===== config.mk =====
export PLATFORM = sky130hd
export DESIGN_NAME = ccr_top
export DESIGN_NICKNAME = d
export VERILOG_FILES = /design/src/pkg/ccr_pkg.sv /design/src/ccr_tick.sv /design/src/ccr_wguard.sv /design/src/ccr_top.sv
export SDC_FILE = /design/constraint.sdc
export NUM_CORES = 1
export LEC_CHECK = 0
export BUFFER_PORTS_ARGS = -buffer_cell sky130_fd_sc_hd__buf_2
export CAP_MARGIN = 20
export CORE_MARGIN = 2
export CORE_UTILIZATION = 57
export DETAILED_ROUTE_END_ITERATION = 12
export PLACE_DENSITY = 0.77
export SYNTH_ARGS = -nofsm -noshare
export SYNTH_HDL_FRONTEND = slang
export SYNTH_SLANG_ARGS = --single-unit

===== constraint.sdc =====
create_clock -name clock -period 4.6 [get_ports clock]
set_input_delay 0.92 -clock clock [delete_from_list [all_inputs] [get_ports clock]]
set_output_delay 0.92 -clock clock [all_outputs]
set_load 0.005 [all_outputs]

===== src/pkg/ccr_pkg.sv =====
// constants, types and helpers of the calendar clock register block
//=====================================================================
// Summary of operation
// writing one restarts the sub-second counter
// time fields at 2015..201b; writes set time
// time write needs preceding write-enable location write
// seconds and minutes count 00 to 59
// hours count 00 to 23, 00 midnight
// weekday cycles 01 to 07, 01 Sunday
// date 01 to 31, month 01 to 12
// year 00 to 99, multiples of four leap
// chip reset leaves time fields unchanged
// calendar kept across operating and battery modes
// two-bit fine trim, read/write, resets zero
// seven-bit analog trim, read/write, resets 40
// software keeps coarse trim within allowed range
// coarse and fine trims separate, one number
// each second advances with carries, month lengths
// one enabling write authorises one time write
package ccr_pkg;

    //=================================================================
    // bus geometry
    localparam int ADDR_W = 16;
    localparam int DATA_W = 8;

    //=================================================================
    // register offsets
    localparam logic [15:0] OFS_RESTART = 16'h2010;
    localparam logic [15:0] OFS_ANALOG = 16'h2011;
    localparam logic [15:0] OFS_SEC = 16'h2015;
    localparam logic [15:0] OFS_MIN = 16'h2016;
    localparam logic [15:0] OFS_HOUR = 16'h2017;
    localparam logic [15:0] OFS_WDAY = 16'h2018;
    localparam logic [15:0] OFS_DATE = 16'h2019;
    localparam logic [15:0] OFS_MONTH = 16'h201a;
    localparam logic [15:0] OFS_YEAR = 16'h201b;
    localparam logic [15:0] OFS_COARSE_HI = 16'h201c;
    localparam logic [15:0] OFS_COARSE_MID = 16'h201d;
    localparam logic [15:0] OFS_TRIM_LO = 16'h201e;
    localparam logic [15:0] OFS_WRITE_EN = 16'h201f;

    //=================================================================
    // field positions
    localparam int RESTART_BIT = 0;
    localparam int FINE_MSB = 1;
    localparam int COARSE_LO_LSB = 2;

    //=================================================================
    // reset values
    localparam logic [6:0] ANALOG_RST = 7'h40;
    localparam logic [1:0] FINE_RST = 2'h0;
    localparam logic [16:0] COARSE_RST = 17'h10000;
    localparam logic RESTART_RST = 1'h0;

    // allowed coarse trim range, kept by software
    localparam logic [16:0] COARSE_MIN = 17'h0ffbf;
    localparam logic [16:0] COARSE_MAX = 17'h10040;

    //=================================================================
    // calendar limits
    localparam logic [5:0] SEC_MAX = 6'h3b;
    localparam logic [5:0] MIN_MAX = 6'h3b;
    localparam logic [4:0] HOUR_MAX = 5'h17;
    localparam logic [2:0] WDAY_MIN = 3'h1;
    localparam logic [2:0] WDAY_MAX = 3'h7;
    localparam logic [4:0] DATE_MIN = 5'h01;
    localparam logic [3:0] MONTH_MIN = 4'h1;
    localparam logic [3:0] MONTH_MAX = 4'hc;
    localparam logic [7:0] YEAR_MAX = 8'h63;

    //=================================================================
    // timing: one calendar second in core clock cycles
    localparam int TICK_PERIOD_MS = 1000;
    localparam int CLK_PERIOD_NS = 10;
    localparam int SECOND_CYCLES = TICK_PERIOD_MS * 1000000 / CLK_PERIOD_NS;

    //=================================================================
    // calendar snapshot carried as one word
    typedef struct packed {
        logic [7:0] year;
        logic [3:0] month;
        logic [4:0] date;
        logic [2:0] weekday;
        logic [4:0] hours;
        logic [5:0] minutes;
        logic [5:0] seconds;
    } ccr_time_s;

    // last date of a month; year low bits zero marks a leap year
    function automatic logic [4:0] ccr_days_in_month(input logic [3:0] month,
                                                     input logic [7:0] year);
        logic [4:0] days;
        days = 5'h1f;
        case (month)
            4'h4, 4'h6, 4'h9, 4'hb: days = 5'h1e;
            4'h2: days = (year[1:0] == 2'h0) ? 5'h1d : 5'h1c;
            default: days = 5'h1f;
        endcase
        return days;
    endfunction : ccr_days_in_month

endpackage : ccr_pkg


===== src/ccr_tick.sv =====
// sub-second divider that emits one pulse per calendar second
`timescale 1ns/1ps
module ccr_tick #(
    parameter int CYCLES = ccr_pkg::SECOND_CYCLES
) (
    input wire logic clock,
    input wire logic reset,
    input wire logic restart,
    output logic tick
);
    import ccr_pkg::*;

    //=================================================================
    // counter
    localparam int CW = $clog2(CYCLES);
    localparam logic [CW-1:0] LAST = CW'(CYCLES - 1);

    logic [CW-1:0] count_reg; // position inside the current second
    logic [CW-1:0] count_next;
    logic tick_reg; // one-cycle second pulse
    wire at_last = (count_reg == LAST);

    // restart pulls the phase back to zero and drops a pending pulse
    assign count_next = (restart || at_last) ? '0 : count_reg + 1'b1;

    // counter and pulse register
    always_ff @(posedge clock) begin
        if (reset) begin
            count_reg <= '0;
            tick_reg <= 1'b0;
        end else begin
            count_reg <= count_next;
            tick_reg <= at_last && !restart;
        end
    end

    assign tick = tick_reg;
endmodule : ccr_tick


===== src/ccr_wguard.sv =====
// write-enable guard: one enabling write arms exactly one time write
`timescale 1ns/1ps
module ccr_wguard (
    input wire logic clock,
    input wire logic reset,
    input wire logic arm,
    input wire logic consume,
    output logic armed
);
    import ccr_pkg::*;

    logic armed_reg; // set by the enable location, cleared by use
    logic armed_next;

    // a time write spends the permission whether or not it was armed
    assign armed_next = arm ? 1'b1 : (consume ? 1'b0 : armed_reg);

    // permission flag
    always_ff @(posedge clock) begin
        if (reset) begin
            armed_reg <= 1'b0;
        end else begin
            armed_reg <= armed_next;
        end
    end

    assign armed = armed_reg;
endmodule : ccr_wguard


===== src/ccr_top.sv =====
// calendar clock registers: bus slave, calendar counter and rate trims
//
// Our own choice: the address-and-strobe port.
`timescale 1ns/1ps
module ccr_top #(
    parameter int SECOND_CYCLES = ccr_pkg::SECOND_CYCLES
) (
    input wire logic clock,
    input wire logic reset,
    input wire logic [ccr_pkg::ADDR_W-1:0] bus_addr,
    input wire logic [ccr_pkg::DATA_W-1:0] bus_wdata,
    input wire logic bus_write,
    input wire logic bus_read,
    output logic [ccr_pkg::DATA_W-1:0] bus_rdata,
    output ccr_pkg::ccr_time_s time_now,
    output logic [6:0] analog_trim,
    output logic [1:0] fine_trim,
    output logic [16:0] coarse_trim,
    output logic second_tick
);
    import ccr_pkg::*;

    //=================================================================
    // address decode
    wire hit_restart = (bus_addr == OFS_RESTART);
    wire hit_analog = (bus_addr == OFS_ANALOG);
    wire hit_sec = (bus_addr == OFS_SEC);
    wire hit_min = (bus_addr == OFS_MIN);
    wire hit_hour = (bus_addr == OFS_HOUR);
    wire hit_wday = (bus_addr == OFS_WDAY);
    wire hit_date = (bus_addr == OFS_DATE);
    wire hit_month = (bus_addr == OFS_MONTH);
    wire hit_year = (bus_addr == OFS_YEAR);
    wire hit_c_hi = (bus_addr == OFS_COARSE_HI);
    wire hit_c_mid = (bus_addr == OFS_COARSE_MID);
    wire hit_trim_lo = (bus_addr == OFS_TRIM_LO);
    wire hit_wen = (bus_addr == OFS_WRITE_EN);

    // any of the seven calendar fields
    wire hit_time = hit_sec | hit_min | hit_hour | hit_wday | hit_date
                  | hit_month | hit_year;

    //=================================================================
    // write guard
    logic armed; // a fresh enabling write is pending
    wire time_write = bus_write && hit_time;
    wire time_accept = time_write && armed;

    ccr_wguard ccr_wguard_inst (
        .clock(clock),
        .reset(reset),
        .arm(bus_write && hit_wen),
        .consume(time_write),
        .armed(armed)
    );

    //=================================================================
    // sub-second divider
    wire restart_pulse = bus_write && hit_restart && bus_wdata[RESTART_BIT];

    ccr_tick #(
        .CYCLES(SECOND_CYCLES)
    ) ccr_tick_inst (
        .clock(clock),
        .reset(reset),
        .restart(restart_pulse),
        .tick(second_tick)
    );

    //=================================================================
    // calendar state
    ccr_time_s time_reg; // running calendar, no reset term
    ccr_time_s adv; // calendar after this cycle's second
    ccr_time_s time_next; // after a software load

    // wrap tests use >= so a bad value loaded by software recovers
    wire [4:0] month_days = ccr_days_in_month(time_reg.month, time_reg.year);
    wire sec_wrap = (time_reg.seconds >= SEC_MAX);
    wire min_wrap = (time_reg.minutes >= MIN_MAX);
    wire hour_wrap = (time_reg.hours >= HOUR_MAX);
    wire wday_wrap = (time_reg.weekday >= WDAY_MAX);
    wire date_wrap = (time_reg.date >= month_days);
    wire month_wrap = (time_reg.month >= MONTH_MAX);
    wire year_wrap = (time_reg.year >= YEAR_MAX);

    // carry chain, one stage per field, except weekday and date, which share the day stage
    wire c_min = second_tick && sec_wrap;
    wire c_hour = c_min && min_wrap;
    wire c_day = c_hour && hour_wrap;
    wire c_month = c_day && date_wrap;
    wire c_year = c_month && month_wrap;

    // advanced calendar
    assign adv.seconds = !second_tick ? time_reg.seconds
                       : (sec_wrap ? 6'h00 : time_reg.seconds + 6'h01);
    assign adv.minutes = !c_min ? time_reg.minutes
                       : (min_wrap ? 6'h00 : time_reg.minutes + 6'h01);
    assign adv.hours = !c_hour ? time_reg.hours
                     : (hour_wrap ? 5'h00 : time_reg.hours + 5'h01);
    assign adv.weekday = !c_day ? time_reg.weekday
                       : (wday_wrap ? WDAY_MIN : time_reg.weekday + 3'h1);
    assign adv.date = !c_day ? time_reg.date
                    : (date_wrap ? DATE_MIN : time_reg.date + 5'h01);
    assign adv.month = !c_month ? time_reg.month
                     : (month_wrap ? MONTH_MIN : time_reg.month + 4'h1);
    assign adv.year = !c_year ? time_reg.year
                    : (year_wrap ? 8'h00 : time_reg.year + 8'h01);

    // software load of one field wins over its own advance
    assign time_next.seconds = (time_accept && hit_sec) ? bus_wdata[5:0] : adv.seconds;
    assign time_next.minutes = (time_accept && hit_min) ? bus_wdata[5:0] : adv.minutes;
    assign time_next.hours = (time_accept && hit_hour) ? bus_wdata[4:0] : adv.hours;
    assign time_next.weekday = (time_accept && hit_wday) ? bus_wdata[2:0] : adv.weekday;
    assign time_next.date = (time_accept && hit_date) ? bus_wdata[4:0] : adv.date;
    assign time_next.month = (time_accept && hit_month) ? bus_wdata[3:0] : adv.month;
    assign time_next.year = (time_accept && hit_year) ? bus_wdata[7:0] : adv.year;

    // calendar register: chip reset must not touch it, so it has none;
    // retention through battery modes is the supply domain's job
    always_ff @(posedge clock) begin
        time_reg <= time_next;
    end

    assign time_now = time_reg;

    //=================================================================
    // trims and restart bit
    logic restart_reg; // last value written to the restart bit
    logic [6:0] analog_reg; // analog oscillator trim
    logic [1:0] fine_reg; // secondary digital trim
    logic [16:0] coarse_reg; // primary digital trim

    // fine and coarse share one byte so a single write covers both
    wire [16:0] coarse_wr_hi = {bus_wdata[2:0], coarse_reg[13:0]};
    wire [16:0] coarse_wr_mid = {coarse_reg[16:14], bus_wdata, coarse_reg[5:0]};
    wire [16:0] coarse_wr_lo = {coarse_reg[16:6], bus_wdata[7:COARSE_LO_LSB]};

    wire [16:0] coarse_next = !bus_write ? coarse_reg
                            : hit_c_hi ? coarse_wr_hi
                            : hit_c_mid ? coarse_wr_mid
                            : hit_trim_lo ? coarse_wr_lo
                            : coarse_reg;

    // trim registers; range of coarse trim is left to software
    always_ff @(posedge clock) begin
        if (reset) begin
            restart_reg <= RESTART_RST;
            analog_reg <= ANALOG_RST;
            fine_reg <= FINE_RST;
            coarse_reg <= COARSE_RST;
        end else begin
            if (bus_write && hit_restart) begin
                restart_reg <= bus_wdata[RESTART_BIT];
            end
            if (bus_write && hit_analog) begin
                analog_reg <= bus_wdata[6:0];
            end
            if (bus_write && hit_trim_lo) begin
                fine_reg <= bus_wdata[FINE_MSB:0];
            end
            coarse_reg <= coarse_next;
        end
    end

    assign analog_trim = analog_reg;
    assign fine_trim = fine_reg;
    assign coarse_trim = coarse_reg;

    //=================================================================
    // read path: data stand one cycle after the strobe
    wire [7:0] rd_mux = hit_restart ? {7'h00, restart_reg}
                      : hit_analog ? {1'b0, analog_reg}
                      : hit_sec ? {2'h0, time_reg.seconds}
                      : hit_min ? {2'h0, time_reg.minutes}
                      : hit_hour ? {3'h0, time_reg.hours}
                      : hit_wday ? {5'h00, time_reg.weekday}
                      : hit_date ? {3'h0, time_reg.date}
                      : hit_month ? {4'h0, time_reg.month}
                      : hit_year ? time_reg.year
                      : hit_c_hi ? {5'h00, coarse_reg[16:14]}
                      : hit_c_mid ? coarse_reg[13:6]
                      : hit_trim_lo ? {coarse_reg[5:0], fine_reg}
                      : 8'h00; // unmapped and write-enable read as zero

    logic [7:0] rdata_reg; // registered read answer

    // read data register, zero when no read was made
    always_ff @(posedge clock) begin
        if (reset) begin
            rdata_reg <= 8'h00;
        end else begin
            rdata_reg <= bus_read ? rd_mux : 8'h00;
        end
    end

    assign bus_rdata = rdata_reg;
endmodule : ccr_top


# Yosys cells after proc, flatten, opt, wreduce, memory -nomap -nowiden
# Cells that the tools add are included.
[classes]
n_reduce_logical = 39
mux = 40
n_bitwise = 9
magnitude_cmp = 7
eq_ne = 19
addsub = 8
[ops]
columns = ["operator", "n"]
rows = [
  ["$eq A16 B14 Y1 const B", 13],
  ["$mux W8", 7],
  ["$mux W7", 7],
  ["$mux W6", 7],
  ["$mux W5", 6],
  ["$add A27 B1 Y27 const B", 1],
  ["$eq A27 B27 Y1 const B", 1],
  ["$logic_and A1 B1 Y1", 20],
  ["$mux W17", 1],
  ["$reduce_bool A2 Y1", 8],
  ["$mux W14", 1],
  ["$add A6 B1 Y6 const B", 2],
  ["$ge A6 B6 Y1 const B", 2],
  ["$mux W4", 3],
  ["$add A5 B1 Y5 const B", 2],
  ["$reduce_or A10 Y1", 1],
  ["$mux W3", 3],
  ["$add A8 B1 Y8 const B", 1],
  ["$eq A4 B3 Y1 const B", 2],
  ["$eq A4 B4 Y1 const B", 2],
  ["$ge A8 B7 Y1 const B", 1],
  ["$or A1 B1 Y1", 6],
  ["$ge A5 B5 Y1", 1],
  ["$ge A5 B5 Y1 const B", 1],
  ["other kinds (17)", 23],
]
[totals]
in_bits = 28
reg_bits = 101
word_cells = 141
out_inout_bits = 72

# Logic depth before layout (Yosys ltp)
[depth]
ltp_word = 13
mapped_depth = 11
depth_no_buf = 11

# Modules after synthesis
# A second synthesis with hierarchy kept.
[hier_totals]
cells_unflattened = 668
hier_area_um2 = 5866.9
[modules_own_cells]
columns = ["mod", "area_each_um2", "cells_each", "seq_area_each_um2", "n_inst"]
rows = [
  ["ccr_top", 4490.6, 505, 1811.7, 1],
  ["ccr_tick", 1337.5, 159, 560.5, 1],
  ["ccr_wguard", 38.8, 4, 20.0, 1],
]

# Worst setup path after synthesis
# Ideal clock, no wire load.
[synth_path]
kind = "input-to-reg"
from = "input port bus_addr[12] (netlist name)"
to = "register time_reg, in the netlist time_now[20], enable pin"
arrival_time_ns = 3.076
setup_slack_ns = 1.140
setup_time_ns = 0.384
cell_stages = 6
t_required_ns = 4.216
n_path_buf = 3
path_cell_list = "or4b_1 > buf_2 > or3_1 > buf_4 > buf_1 > o41ai_1"
[synth_via]
elab_chain_len = 11
elab_cells_between_ends = 17
cone_classes = "7 x eq/ne; 6 x bitwise; 4 x reduce/logical"
[synth_lines]
columns = ["element", "line_no", "text"]
rows = [
  ["start: declaration", "ccr_top.sv:10", "input wire logic [ccr_pkg::ADDR_W-1:0] bus_addr,"],
  ["$eq A16 B14 Y1, on equally long branches", "ccr_top.sv:27, ccr_top.sv:28", ""],
  ["$or A1 B1 Y1 (4 in series)", "ccr_top.sv:40", "wire hit_time = hit_sec | hit_min | hit_hour | hit_wday | hit_date"],
  ["$or A1 B1 Y1 (2 in series)", "ccr_top.sv:41", "| hit_month | hit_year;"],
  ["$logic_and A1 B1 Y1", "ccr_top.sv:46", "wire time_write = bus_write && hit_time;"],
  ["$logic_and A1 B1 Y1", "ccr_top.sv:47", "wire time_accept = time_write && armed;"],
  ["$logic_and A1 B1 Y1 *", "ccr_top.sv:114", "assign time_next.date = (time_accept && hit_date) ? bus_wdata[4:0] : adv.date;"],
  ["$reduce_bool A2 Y1 (no line) *", "--", ""],
  ["end signal: assignment", "ccr_top.sv:121", "time_reg <= time_next;"],
  ["end: declaration", "ccr_top.sv:72", "ccr_time_s time_reg;"],
]
# Every way passes the cells marked *; elsewhere a longest branch is shown, timed or not.
# A chain may end at the register's enable or synchronous reset.

# Worst setup path after layout
[layout_path]
from = "input port bus_addr[12] (netlist name)"
to = "register time_reg, in the netlist time_now[9], enable pin"
[layout_via]
elab_chain_len = 11
elab_cells_between_ends = 17
cone_classes = "7 x eq/ne; 6 x bitwise; 4 x reduce/logical"
[layout_lines]
columns = ["element", "line_no", "text"]
rows = [
  ["$eq A16 B14 Y1, on equally long branches", "ccr_top.sv:27, ccr_top.sv:28", ""],
  ["$or A1 B1 Y1 (4 in series)", "ccr_top.sv:40", ""],
  ["$or A1 B1 Y1 (2 in series)", "ccr_top.sv:41", ""],
  ["$logic_and A1 B1 Y1", "ccr_top.sv:46", ""],
  ["$logic_and A1 B1 Y1", "ccr_top.sv:47", ""],
  ["$logic_and A1 B1 Y1 *", "ccr_top.sv:111", "assign time_next.minutes = (time_accept && hit_min) ? bus_wdata[5:0] : adv.minutes;"],
  ["$reduce_bool A2 Y1 (no line) *", "--", ""],
]
# Marked as above.

==> out/qor.txt <==
Status: finished clean
RSZ-0062 raised after global routing: no
Layout cells sized above 1: 0.184
All-Layer GR Usage: 0.285
Post-synth EDFFs: 37
Hold Path Class: reg -> reg
Post-CTS setup buffers: 0
CP required: 4.67 ns
Synth Flop Type: dfxtp_1
First-pass GRT wire length: 24800 um
Reg clk slew, reported paths: 0.10 ns
Top cell type by total area after synthesis: dfxtp_1
Unique masters post-synth: 64
Avg Vias per Cell: 6.00
P_leak: 2.45 nW
Count leader, synth: nand2_1
Util after Layout: 0.662
Syn_area_per_cell: 8.62 um^2
DR WL/cell: 17.6 um
Fillers: 820
Initial Util: 0.585
Detailed router's first-iteration violation count: 524
Crit path largest cell delay: 0.78 ns
Critical path's slowest cell: or3_1
Final min period: 3.29 ns
Vias in the first global route: 4870
GP Congestion: 0.916
Antenna violations before repair: 0
Final ANT Viol Nets: 0
Nets@finish: 783
Top layer in use: met4
Met2 WL: 7120 um
Hold buffers post-CTS: 0
Die Area: 0.0108 mm^2
WL met3: 1200 um
YS warnings: 0
CTS tree: done
FMAX: 304 MHz
Worst-path fanout max: 19
Final period util: 0.714
Largest net degree at the start of global routing: 31
Mapped cell area: 0.00569 mm^2
Synth top cells by count: nand2_1, dfxtp_1, nor2_1
Maximum clock insertion buffer count: 2
Drt total wl: 15500 um
Cts repair resizes: 0
# diodes: 0
Worst Max-Slew Pin Slew: 0.915 ns
Die width: 104 um
Max reg flops: 37
Synth area leaders: dfxtp_1, edfxtp_1, nand2_1, xnor2_1, o21ai_0
FP Rows: 36
Crit Path Category: in -> reg
Vias: 5270
Root buf cell: clkbuf_8
Hold Vio Cnt, Final: 0
Max rail drop VDD: 0.000171 V
Inserted Clock Buffers: 9
CP delay by family, top: simple AND/OR/NAND/NOR gates
CTS Sinks: 101
Grt total ovfl: 0
CP arrival: 3.36 ns
Seq/Total Area, Yosys: 0.421
H-tree Lvls: 3
Worst-Skew Late Latency: 0.39 ns
TNS Setup: 0 ns
CP Capture Type: flip-flop
Top Ports: 100
Slew Limit Fails: 0
Ys async rst share: 0
Synthesized Nets: 703
Critical Path Start Type: input pin
Drt drc: 0
Top cell type's share of synthesized area: 0.225
Length of routed wiring on met1: 6700 um
Yosys reg bits: 101
DR pass1 iterations: 6
Buf+Inv Stages, Crit Path: 2
Core Area: 0.00973 mm^2
Layout area overhead: 13.2%
Crit path cell chain: buf_2 > or4b_1 > or3_1 > nor4_1 > buf_4 > nand2b_1
Max Cap Viol: 0
Cells after synthesis: 660
Final setup fails: 0
Worst Skew: 0.0119 ns
Port buffer count: 99
Die Y: 104 um
Pwr per Cell Area: 242 mW/mm^2
DP HPWL: 11200 um
Rel. slew slack: 0.385
==> worst reg2reg max path, delay by kind of cell (launching register included) <==
family | cells | cell delay [ns]
and+or+nand+nor | 2 | 0.42
buffers and inverters | 2 | 0.37
adders and majority gates | 2 | 0.42
AOI/OAI and AO/OA | 5 | 0.88
DFF | 1 | 0.52
==> cell families (layout without fill, tap and decap cells) <==
kind of cell / after synthesis / count (layout) / synth area share
simple gates: 298 / 298 / 0.262
compound gates: 135 / 135 / 0.154
fa+ha+maj: 15 / 15 / 0.0330
mux: 19 / 19 / 0.0345
flops: 101 / 101 / 0.421
buf+inv: 55 / 140 / 0.0381
xor+xnor: 37 / 37 / 0.0570
==> where the power goes <==
group / total, mW / internal (mW) / switching, mW
sequential: 0.924 / 0.920 / 0.00325
clock: 0.544 / 0.207 / 0.337
combinational: 0.0926 / 0.0271 / 0.0656
total: 1.56 / 1.15 / 0.406
==> per-stage QoR <==
| step | instances | instance area [um^2] | total power, mW | worst slack, ns | hold slack (ns) |
|---|---|---|---|---|---|
| after global placement | 862 | 6260 | 1.03 | 1.04 | 0.450 |
| final | 878 | 6440 | 1.56 | 1.31 | 0.476 |
| after global routing | 878 | 6440 | 1.61 | 1.15 | 0.506 |
| after floorplan | 660 | 5690 | 1.00 | 1.14 | 0.441 |
| after CTS | 878 | 6440 | 1.57 | 1.33 | 0.477 |
| after detailed placement | 862 | 6260 | 1.03 | 0.954 | 0.461 |
==> path summary, 6_finish.rpt <==
path / endpoint / cells after the start / start / slack [ns]
max: time_now[9] / 6 / bus_addr[12] / 1.31
min: analog_trim[2] / 2 / analog_trim[2] / 0.48
max reg2reg: time_now[32] / 11 / time_now[25] / 1.71
min reg2reg: analog_trim[2] / 2 / analog_trim[2] / 0.48
==> layout make-up <==
cell class	count	area, um^2	area share
multi-input cells	504	3080	0.478
flip-flops and latches	101	2390	0.371
repair buffers	107	556	0.0863
well taps	133	166	0.0258
clock buffers	10	128	0.0198
inverters	17	63.8	0.00991
clock inverters	6	55.1	0.00855
==> routing by layer <==
metal / up-vias / GRT usage
met5: - / 0
met4: 0 / 0.133
met3: 38 / 0.0533
met2: 247 / 0.442
met1: 2456 / 0.387
li1: 2529 / -
==> cells in the final DEF (no fill, tap or decap), drive strengths merged, types with 15 or more instances in the layout <==
cell,netlist,layout
inv,17,20
nor4,18,18
ha,15,15
nor2,57,57
a21oi,29,29
o21ai,44,44
nor3,16,16
nand2,108,108
edfxtp,37,37
nand3,32,32
dfxtp,64,64
buf,7,107
xnor2,26,26
Power figures use the tool's default switching activity.
